===== src/acsr_defs.svh =====
// Register offsets, field positions, reset values and counts for the config bank
`ifndef ACSR_DEFS_SVH
`define ACSR_DEFS_SVH
`define ACSR_ADDR_W 15
`define ACSR_ADDR_MAKER_HI 15'h000d
`define ACSR_ADDR_LOOP_LEN 15'h000e
`define ACSR_ADDR_IFC_THIRD 15'h0010
`define ACSR_ADDR_ERR_STAT 15'h0011
`define ACSR_ADDR_LEAVE 15'h0014
`define ACSR_ADDR_AVG_CTRL 15'h0015
`define ACSR_ADDR_TOP 15'h7fff
`define ACSR_ERR_CLKCNT_BIT 4
`define ACSR_LEAVE_BIT 0
`define ACSR_RESTART_BIT 7
`define ACSR_EXP_MSB 4
`define ACSR_EXP_W 5
`define ACSR_RST_BYTE 8'h00
`define ACSR_RST_EXP 5'h00
`define ACSR_INSTR_LAST 5'h0f
`define ACSR_BYTE_LAST 5'h07
`endif


===== src/acsr_pkg.sv =====
// Types shared by the config register bank
package acsr_pkg;
  typedef enum logic [1:0] {
    ACSR_IDLE = 2'b00,
    ACSR_INSTR = 2'b01,
    ACSR_DATA = 2'b11
  } acsr_state_t;
  typedef logic [14:0] acsr_addr_t;
endpackage : acsr_pkg


===== src/acsr_sync_edge.sv =====
// Two-flop pin synchroniser with edge detection
`timescale 1ns/10ps
`default_nettype none
module acsr_sync_edge #(
  parameter logic RST_VAL = 1'b0
) (
  input wire logic clk,
  input wire logic rstn,
  input wire logic pin,
  output logic level,
  output logic rise,
  output logic fall
);
  logic meta_reg;
  logic sync_reg;
  logic last_reg;
  logic [2:0] pipe_next;

  always_comb begin
    pipe_next = {meta_reg, sync_reg, pin};
  end

  always_ff @(posedge clk or negedge rstn) begin
    if (!rstn) begin
      meta_reg <= RST_VAL;
      sync_reg <= RST_VAL;
      last_reg <= RST_VAL;
    end else begin
      meta_reg <= pipe_next[0];
      sync_reg <= pipe_next[2];
      last_reg <= pipe_next[1];
    end
  end

  assign level = sync_reg;
  assign rise = sync_reg & ~last_reg;
  assign fall = ~sync_reg & last_reg;
endmodule : acsr_sync_edge
`default_nettype wire


===== src/acsr_regs.sv =====
// Serial config register bank: identification, streaming loop, status, exit, averaging
`include "acsr_defs.svh"
`timescale 1ns/10ps
`default_nettype none
module acsr_regs
  import acsr_pkg::*;
#(
  parameter logic [7:0] MAKER_ID_HIGH = 8'h5a // Arbitrary value
) (
  input wire logic CLK,
  input wire logic RSTN,
  input wire logic SCK,
  input wire logic CS_N,
  input wire logic SDI,
  input wire logic ONE_INSTRUCTION_SELECT,
  output logic SDO,
  output logic SDO_OE,
  output logic CONFIG_EXIT,
  output logic FILTER_RESTART,
  output logic [4:0] FILTER_BLOCK_EXPONENT,
  output logic AVERAGING_ENABLE
);
  logic sck_rise, sck_fall, cs_lvl, cs_rise, cs_fall, sdi_lvl;
  logic single_lvl;

  acsr_sync_edge #(.RST_VAL(1'b0)) u_sck (.clk(CLK), .rstn(RSTN), .pin(SCK),
    .level(), .rise(sck_rise), .fall(sck_fall));
  acsr_sync_edge #(.RST_VAL(1'b1)) u_cs (.clk(CLK), .rstn(RSTN), .pin(CS_N),
    .level(cs_lvl), .rise(cs_rise), .fall(cs_fall));
  acsr_sync_edge #(.RST_VAL(1'b0)) u_sdi (.clk(CLK), .rstn(RSTN), .pin(SDI),
    .level(sdi_lvl), .rise(), .fall());
  acsr_sync_edge #(.RST_VAL(1'b0)) u_single (.clk(CLK), .rstn(RSTN),
    .pin(ONE_INSTRUCTION_SELECT), .level(single_lvl), .rise(), .fall());

  acsr_state_t state_reg, state_next;
  logic [4:0] bit_reg, bit_next;
  logic [14:0] in_reg, in_next;
  logic [7:0] out_reg, out_next;
  logic sdo_reg, sdo_next;
  logic rd_reg, rd_next;
  logic seen_reg, seen_next;
  acsr_addr_t addr_reg, addr_next, start_reg, start_next;
  logic [7:0] loop_reg, loop_next, loop_cur_reg, loop_cur_next, lcnt_reg, lcnt_next;
  logic loop_wr_reg, loop_wr_next;
  logic err_reg, err_next;
  logic leave_reg, leave_next;
  logic exit_reg, exit_next;
  logic restart_reg, restart_next;
  logic [4:0] exp_reg, exp_next;
  logic [15:0] word;
  logic byte_done, loop_hit, err_set;
  acsr_addr_t step_addr;

  function automatic logic [7:0] read_byte(input acsr_addr_t a);
    logic [7:0] d;
    d = 8'h00;
    unique case (a)
      `ACSR_ADDR_MAKER_HI: d = MAKER_ID_HIGH;
      `ACSR_ADDR_LOOP_LEN: d = loop_reg;
      `ACSR_ADDR_ERR_STAT: d[`ACSR_ERR_CLKCNT_BIT] = err_reg;
      `ACSR_ADDR_LEAVE: d[`ACSR_LEAVE_BIT] = leave_reg;
      `ACSR_ADDR_AVG_CTRL: d = {restart_reg, 2'b00, exp_reg};
      default: d = 8'h00;
    endcase
    return d;
  endfunction : read_byte

  always_comb begin
    word = {in_reg[14:0], sdi_lvl};
    byte_done = (state_reg == ACSR_DATA) && sck_rise && (bit_reg == `ACSR_BYTE_LAST);
    loop_hit = (loop_cur_reg != 8'h00) && (8'(lcnt_reg + 8'h01) == loop_cur_reg);
    step_addr = loop_hit ? start_reg : acsr_addr_t'(addr_reg - 15'h0001);
    err_set = cs_rise && !((state_reg == ACSR_DATA) && (bit_reg == 5'h00) && seen_reg);
  end

  always_comb begin
    state_next = state_reg;
    bit_next = bit_reg;
    in_next = in_reg;
    out_next = out_reg;
    sdo_next = sdo_reg;
    rd_next = rd_reg;
    seen_next = seen_reg;
    addr_next = addr_reg;
    start_next = start_reg;
    loop_next = loop_reg;
    loop_cur_next = loop_cur_reg;
    lcnt_next = lcnt_reg;
    loop_wr_next = loop_wr_reg;
    leave_next = leave_reg;
    exit_next = 1'b0;
    restart_next = 1'b0;
    exp_next = exp_reg;
    if (cs_rise) begin
      state_next = ACSR_IDLE;
      sdo_next = 1'b0;
      loop_wr_next = 1'b0;
      if (!loop_wr_reg) begin
        loop_next = `ACSR_RST_BYTE;
      end
      if (leave_reg) begin
        leave_next = 1'b0;
        exit_next = 1'b1;
      end
    end else if (cs_fall) begin
      state_next = ACSR_INSTR;
      bit_next = 5'h00;
      seen_next = 1'b0;
      lcnt_next = 8'h00;
      loop_cur_next = loop_reg;
    end else if (sck_rise && state_reg != ACSR_IDLE) begin
      in_next = word[14:0];
      bit_next = 5'(bit_reg + 5'h01);
      if (state_reg == ACSR_INSTR && bit_reg == `ACSR_INSTR_LAST) begin
        state_next = ACSR_DATA;
        bit_next = 5'h00;
        rd_next = word[15];
        addr_next = word[14:0];
        start_next = word[14:0];
        out_next = read_byte(word[14:0]);
      end else if (byte_done) begin
        bit_next = 5'h00;
        seen_next = 1'b1;
        if (!rd_reg && !(single_lvl && seen_reg)) begin
          unique case (addr_reg)
            `ACSR_ADDR_LOOP_LEN: begin
              loop_next = word[7:0];
              loop_wr_next = 1'b1;
            end
            `ACSR_ADDR_LEAVE: leave_next = word[`ACSR_LEAVE_BIT];
            `ACSR_ADDR_AVG_CTRL: begin
              restart_next = word[`ACSR_RESTART_BIT];
              exp_next = word[`ACSR_EXP_MSB:0];
            end
            default: ;
          endcase
        end
        if (!single_lvl) begin
          addr_next = step_addr;
          lcnt_next = loop_hit ? 8'h00 : 8'(lcnt_reg + 8'h01);
          out_next = read_byte(step_addr);
        end else begin
          out_next = read_byte(addr_reg);
        end
      end
    end else if (sck_fall && state_reg == ACSR_DATA) begin
      sdo_next = rd_reg & out_reg[7];
      out_next = {out_reg[6:0], 1'b0};
    end
  end

  // Flag clear from a status write, kept apart so a same-cycle set wins
  logic w1c_hit;
  always_comb begin
    w1c_hit = byte_done && !rd_reg && !(single_lvl && seen_reg) &&
      (addr_reg == `ACSR_ADDR_ERR_STAT) && word[`ACSR_ERR_CLKCNT_BIT];
    err_next = (err_reg & ~w1c_hit) | err_set;
  end

  always_ff @(posedge CLK or negedge RSTN) begin
    if (!RSTN) begin
      state_reg <= ACSR_IDLE;
      bit_reg <= 5'h00;
      in_reg <= 15'h0000;
      out_reg <= `ACSR_RST_BYTE;
      sdo_reg <= 1'b0;
      rd_reg <= 1'b0;
      seen_reg <= 1'b0;
      addr_reg <= 15'h0000;
      start_reg <= 15'h0000;
      loop_reg <= `ACSR_RST_BYTE;
      loop_cur_reg <= `ACSR_RST_BYTE;
      lcnt_reg <= 8'h00;
      loop_wr_reg <= 1'b0;
      err_reg <= 1'b0;
      leave_reg <= 1'b0;
      exit_reg <= 1'b0;
      restart_reg <= 1'b0;
      exp_reg <= `ACSR_RST_EXP;
    end else begin
      state_reg <= state_next;
      bit_reg <= bit_next;
      in_reg <= in_next;
      out_reg <= out_next;
      sdo_reg <= sdo_next;
      rd_reg <= rd_next;
      seen_reg <= seen_next;
      addr_reg <= addr_next;
      start_reg <= start_next;
      loop_reg <= loop_next;
      loop_cur_reg <= loop_cur_next;
      lcnt_reg <= lcnt_next;
      loop_wr_reg <= loop_wr_next;
      err_reg <= err_next;
      leave_reg <= leave_next;
      exit_reg <= exit_next;
      restart_reg <= restart_next;
      exp_reg <= exp_next;
    end
  end

  assign SDO = sdo_reg;
  assign SDO_OE = ~cs_lvl;
  assign CONFIG_EXIT = exit_reg;
  assign FILTER_RESTART = restart_reg;
  assign FILTER_BLOCK_EXPONENT = exp_reg;
  assign AVERAGING_ENABLE = (exp_reg != 5'h00);

  logic instr_end;
  assign instr_end = sck_rise && (state_reg == ACSR_INSTR) && (bit_reg == `ACSR_INSTR_LAST);
endmodule : acsr_regs
`default_nettype wire


===== config.mk =====
export PLATFORM = sky130hd
export DESIGN_NAME = acsr_regs
export DESIGN_NICKNAME = d
export VERILOG_FILES = /design/src/acsr_pkg.sv /design/src/acsr_sync_edge.sv /design/src/acsr_regs.sv
export VERILOG_INCLUDE_DIRS = /design/src
export SDC_FILE = /design/constraint.sdc
export NUM_CORES = 1
export LEC_CHECK = 0
export ABC_CLOCK_PERIOD_IN_PS = 4100
export BUFFER_PORTS_ARGS = -buffer_cell sky130_fd_sc_hd__buf_2
export CORE_MARGIN = 4
export CORE_UTILIZATION = 45
export DETAILED_ROUTE_END_ITERATION = 8
export HOLD_SLACK_MARGIN = 0.03
export PLACE_DENSITY = 0.62
export SYNTH_ARGS = -nofsm -noshare
export SYNTH_HDL_FRONTEND = slang
export SYNTH_HIERARCHICAL = 1
export SYNTH_SLANG_ARGS = --single-unit

===== constraint.sdc =====
create_clock -name CLK -period 4.1 [get_ports CLK]
set_input_delay 0.82 -clock CLK [delete_from_list [all_inputs] [get_ports CLK]]
set_output_delay 0.82 -clock CLK [all_outputs]
set_load 0.02 [all_outputs]

==> results.txt, run 1 <==
Outcome -> completed
Post-Synthesis Cell Area -> 6200 um2
H-tree depth -> 3
Fin crit period -> 3.42 ns
GRT Total Usage -> 20.8%
Clk_skew -> 0.0133 ns
Vias in the first global route -> 4813
Critical path's largest stage delay -> 0.51 ns
PnR worst setup slack -> 0.683 ns
Post-Layout Cell Count -> 831
Max-cap viol count -> 0
Chip Width -> 125 um
First-pass GRT wire length -> 26400 um
First drt pass iteration count -> 5
Critical path, cell by cell -> ha_1 -> and3_1 -> mux2i_1 -> mux2i_1 -> a22oi_1 -> or2_1 -> buf_4 -> nand3_1 -> o41ai_1
Starting Density -> 46.5%
Pre-CTS setup slack -> 0.766 ns
R2R depth -> 9
Worst-path clk slew -> 0.07 ns
Tcrit/Tclk final -> 83.3%
Worst VDD drop -> 0.376 mV
Wirelength per Cell -> 19.2 um
Worst-skew pair later-pin latency -> 0.36 ns
Number of DRC markers in iteration 0 -> 372
Fmax -> 293 MHz
Leakage -> 3.14 nW
Max FO, Critical Path -> 27
Filler instances -> 1283
Worst slew pin tran -> 0.921 ns
Core area -> 13300 um2
CTS Sinks -> 107
Hold endpoint -> u_sdi/level$_DFF_PN0_
Placed insts -> 815
Worst Path Arrival -> 3.67 ns
Final net count -> 663
Worst min-delay path category -> reg -> reg
Post-DRT Antenna Nets -> 0
Crit path kind -> reg -> reg
Final wirelength -> 15900 um
Die ar. -> 15700 um2
Worst hold path depth -> 0
Crit path launch -> lcnt_reg[0]$_DFFE_PN0P_
Crit path required time -> 4.35 ns
Pwr per Cell Area -> 391 nW/um2
Worst R2R Setup Slack -> 0.68 ns
Post-CTS Repair Setup Buffers -> 0
Gpl congestion -> 0.966
Number of port buffers -> 15
Area of the multi-input gates -> 3280 um2
ANT cells -> 0
Hold Buf Count CTS -> 0
Ys Warns -> 6
Worst setup SP type -> register
Clock root cell -> clkbuf_16
RSZ-0062 raised after global routing -> no
Top cell by count, worst path -> mux2i_1
Clock buffer depth -> 2
Chip height -> 125 um
Synth Net Count -> 661
I/O pin cnt -> 16
Sequential cell area -> 2680 um2
CTS tree -> done
Slew HR -> 38.1%
Hold Startpoint -> u_sdi/meta_reg$_DFF_PN0_
Setup TNS -> 0 ns
CP Capture Type -> register
Final setup fails -> 0
# rows -> 42
Vias -> 5072
CTS Buf Count -> 9
CP max stage cell -> a22oi_1
Mean post-synth cell area -> 9.57 um2
Final hold vios -> 0
R2R Path Start -> lcnt_reg[0]$_DFFE_PN0P_
Count of pins over their slew limit -> 0
Cell count after synthesis -> 648
Hpwl dp -> 11300 um
GRT Residual Overflow -> 0
Synth-to-layout area growth -> 9.34%
Vias per cell -> 6.10
Post-CTS resize count -> 0
R2r endpoint -> lcnt_reg[6]$_DFFE_PN0P_
Initial antenna violation count -> 0
Layout cells sized above 1 -> 16.5%
Residual DRC -> 0
Largest net degree at the start of global routing -> 63
## worst max path at each step
stage	to	cells past startpoint
final	lcnt_reg[6]$_DFFE_PN0P_	9
after global routing	lcnt_reg[6]$_DFFE_PN0P_	9
after CTS	lcnt_reg[6]$_DFFE_PN0P_	9
after detailed placement	lcnt_reg[6]$_DFFE_PN0P_	11
after global placement	out_reg[3]$_DFFE_PN0P_	10
after floorplan	out_reg[0]$_DFFE_PN0P_	12
## routing by layer
layer  wire length, um  vias up  global-route usage [%]
met5                 0        -                       0
met4               255        0                    5.48
met2              7140      170                    30.6
li1                  -     2372                       -
met1              7500     2504                    30.3
met3              1050       26                    5.71
## worst max-delay path, delay by kind of cell, from the launching register on
kind	cells	cell delay [ns]
AND/OR/NAND/NOR	3	1.01
AO/OA/AOI/OAI	2	0.88
flip-flops	1	0.44
buffers and inverters	1	0.37
adder cells (fa/ha/maj)	1	0.30
multiplexers	2	0.29
## power breakdown
group	total (mW)	switching, mW	internal [mW]
clock network	0.907	0.423	0.484
logic	0.434	0.233	0.201
registers	1.31	0.158	1.15
## placed cells by master (no fill, tap or decap), drive strengths merged, types with 4 or more instances in the layout
cell and n:
nor3 21, buf 30, clkbuf 9, and3 9, nand3b 16, nand2b 8
inv 25, a211oi 5, a21oi 22, dfrtp 104, o211ai 11, a32oi 5
o21a 6, mux2 47, and2 6, a221oi 7, a22oi 5, o21ai 48
a21o 12, a22o 7, nand2 61, nand3 12, xnor2 18, nor4 11
nor2 46, nand4 5, nor2b 5, o21bai 4, xor2 8, mux2i 10
o22a 5, ha 7
## per-stage QoR
stage / cell area [um2] / power [mW] / hold WS, ns / utilization (%)
floorplan: 6200 / 1.61 / 0.331 / -
global placement: 6470 / 1.74 / 0.332 / 48.5
detailed placement: 6470 / 1.76 / 0.335 / 48.5
CTS: 6780 / 2.68 / 0.353 / 50.8
global route: 6780 / 2.80 / 0.366 / 50.8
finish: 6780 / 2.65 / 0.350 / 50.8
## cell type report
type	count	area share, %
tap	176	3.25
inverter	23	1.27
sequential	107	39.5
multi-input combinational	479	48.3
timing repair buffer	30	2.99
clock buffer	9	3.32
clock inverter	7	1.29
Power figures use the tool's default switching activity.
==> run 2: changes to the inputs <==
--- a/config.mk
+++ b/config.mk
@@ -6,13 +6,13 @@
 export SDC_FILE = /design/constraint.sdc
 export NUM_CORES = 1
 export LEC_CHECK = 0
-export ABC_CLOCK_PERIOD_IN_PS = 4100
+export ABC_CLOCK_PERIOD_IN_PS = 2940
 export BUFFER_PORTS_ARGS = -buffer_cell sky130_fd_sc_hd__buf_2
 export CORE_MARGIN = 4
 export CORE_UTILIZATION = 45
 export DETAILED_ROUTE_END_ITERATION = 8
 export HOLD_SLACK_MARGIN = 0.03
-export PLACE_DENSITY = 0.62
+export PLACE_DENSITY = 0.64
 export SYNTH_ARGS = -nofsm -noshare
 export SYNTH_HDL_FRONTEND = slang
 export SYNTH_HIERARCHICAL = 1
==> constraint.sdc (replaced) <==
create_clock -name CLK -period 2.94 [get_ports CLK]
set_input_delay 0.588 -clock CLK [delete_from_list [all_inputs] [get_ports CLK]]
set_output_delay 0.588 -clock CLK [all_outputs]
set_load 0.02 [all_outputs]
==> results.txt, run 2 (synthesized netlist as in run 1, its figures left out) <==
Outcome -> completed
Met2 wire length -> 7460 um (+4.5%)
Setup TNS -> 0 ns (unchanged)
CTS Buf Count -> 9 (unchanged)
Count of pins over their slew limit -> 0 (unchanged)
Critical path's top delay family -> simple AND/OR/NAND/NOR gates
Post-DRT Antenna Nets -> 0 (unchanged)
Vias -> 5267 (+3.8%)
Final setup fails -> 0 (unchanged)
Layout cells sized above 1 -> 23.6% (+7.1 points)
Worst Path Arrival -> 3.15 ns (-0.52 ns)
Critical path's largest stage delay -> 0.54 ns (+0.03 ns)
Leakage -> 3.40 nW (+8.3%)
GRT Total Usage -> 22.0% (+1.3 points)
GRT Residual Overflow -> 0 (unchanged)
Synth-to-layout area growth -> 16.8%
Starting Density -> 46.5% (unchanged)
Final hold vios -> 0 (unchanged)
ANT cells -> 0 (unchanged)
# rows -> 42 (unchanged)
Final wirelength -> 17100 um (+7.2%)
Final net count -> 709 (+6.9%)
Worst min-delay path category -> in -> async
CTS tree -> done
Top sig layer -> met4
Pwr per Cell Area -> 525 nW/um2 (+34%)
First-pass GRT wire length -> 27500 um (+4.3%)
CP max stage cell -> or4_4
I/O pin cnt -> 16 (unchanged)
First drt pass iteration count -> 5 (unchanged)
Clock buffer depth -> 2 (unchanged)
Initial antenna violation count -> 0 (unchanged)
Max FO, Critical Path -> 6 (-78%)
Die ar. -> 15700 um2 (unchanged)
R2r endpoint -> out_reg[5]$_DFFE_PN0P_
Top cell by count, worst path -> and3_4
Clk_skew -> 0.00705 ns (-0.00627 ns)
Commonest non-fill, non-tap cells in the layout -> dfrtp_1 (104), nand2_1 (59), buf_4 (58)
Core area -> 13300 um2 (unchanged)
Gpl congestion -> 0.955 (-1.1%)
H-tree depth -> 3 (unchanged)
Crit path kind -> reg -> reg
Bufs and invs on worst path -> 1 (unchanged)
Largest net degree at the start of global routing -> 108 (+71%)
Wirelength per Cell -> 19.5 um (+1.7%)
Vias in the first global route -> 5054 (+5.0%)
Worst-path clk slew -> 0.07 ns (about the same)
Crit path required time -> 3.24 ns (-1.11 ns)
Wl on met1 -> 8150 um (+8.7%)
Total power -> 3.80 mW (+43%)
CP Capture Type -> register
Clock root cell -> clkbuf_16
Most common cell after layout, fill and taps aside -> dfrtp_1
Fmax -> 351 MHz (+20%)
CTS Sinks -> 107 (unchanged)
Chip Width -> 125 um (unchanged)
Chip height -> 125 um (unchanged)
Number of DRC markers in iteration 0 -> 574 (+54%)
Max-cap viol count -> 0 (unchanged)
Number of port buffers -> 15 (unchanged)
Worst slew pin tran -> 0.821 ns (-0.0992 ns)
Tcrit/Tclk final -> 96.8% (+13 points)
Residual DRC -> 0 (unchanged)
Slew HR -> 45.1% (+7.1 points)
R2R Path Start -> lcnt_reg[1]$_DFFE_PN0P_
Critical path, cell by cell -> and3_4 -> and3_4 -> xnor2_1 -> or4_4 -> or2_4 -> o41ai_4 -> buf_6 -> nand3b_1 -> a21oi_1 -> o22a_1
Worst VDD drop -> 0.409 mV (+8.7%)
Hpwl dp -> 12200 um (+7.4%)
Worst R2R Setup Slack -> 0.09 ns (-0.59 ns)
R2R depth -> 10 (+1)
Met3 wire length -> 1060 um (+1.3%)
Worst-skew pair later-pin latency -> 0.36 ns (about the same)
Fin crit period -> 2.85 ns (-0.571 ns)
Worst setup SP type -> register
Vias per cell -> 6.01 (-1.5%)
run 2: changes by cell type in the layout (fill, tap and decap cells not counted), sizes merged:
cell and change:
buf +45, clkinv -1, clkinvlp -1, inv +1, o41ai +1
run 2: report_power, final:
group | leakage [nW] | switching [mW] | total (mW) | internal [mW]
logic | 1.83 | 0.396 | 0.769 | 0.373
clock network | 0.143 | 0.578 | 1.24 | 0.667
registers | 1.43 | 0.182 | 1.79 | 1.61
run 2: timing repair:
action / 4_1_cts / 5_1_grt
gates resized for setup: 1 / 23
hold buffers: 0 / 0
pin swaps: 2 / 11
cloned: 1 / 0
setup buffers: 1 / 4
endpoints found under the setup margin: 1 / 11
run 2: how the worst max path moves through the flow:
stage                                       start                endpoint  slack [ns]  depth (start not counted)
final                     lcnt_reg[1]$_DFFE_PN0P_  out_reg[5]$_DFFE_PN0P_        0.09                         10
after global routing      lcnt_reg[1]$_DFFE_PN0P_  out_reg[7]$_DFFE_PN0P_       -0.03                         12
after CTS                 lcnt_reg[1]$_DFFE_PN0P_  out_reg[0]$_DFFE_PN0P_        0.07                         10
after detailed placement  lcnt_reg[1]$_DFFE_PN0P_  out_reg[0]$_DFFE_PN0P_       -0.01                         12
after global placement    lcnt_reg[1]$_DFFE_PN0P_  out_reg[0]$_DFFE_PN0P_        0.05                         10
after floorplan           lcnt_reg[0]$_DFFE_PN0P_  out_reg[0]$_DFFE_PN0P_        0.02                         12
run 2: final cells by class:
type | instances | area [um2]
tap | 176 | 220
sequential | 107 | 2680
inverter | 23 | 86.3
multi-input combinational | 480 | 3410
clock buffer | 9 | 225
clock inverter | 6 | 72.6
fill | 1246 | 6110
timing repair buffer | 75 | 548
run 2: stage by stage:
step	utilization, %	cell area [um2]	hold WS (ns)	worst slack [ns]	std cells
after floorplan	-	6200	0.292	0.0212	648
after global placement	50.8	6780	0.335	0.0458	856
after detailed placement	50.8	6780	0.335	-0.0140	856
after CTS	53.1	7090	0.314	0.0721	872
after global routing	54.3	7240	0.318	-0.0329	876
final	54.3	7240	0.288	0.0939	876
run 2: routing by layer:
layer	GRT usage, %	vias up
met4	7.33	0
met3	3.58	31
met5	1.24	-
li1	-	2470
met2	32.4	177
met1	33.0	2589
run 2: worst register-to-register path: stages (launching register included):
cell,delay [ns]
dfrtp_1,0.43
and3_4,0.21
and3_4,0.18
xnor2_1,0.13
or4_4,0.54
or2_4,0.32
o41ai_4,0.36
buf_6,0.18
nand3b_1,0.09
a21oi_1,0.18
o22a_1,0.16
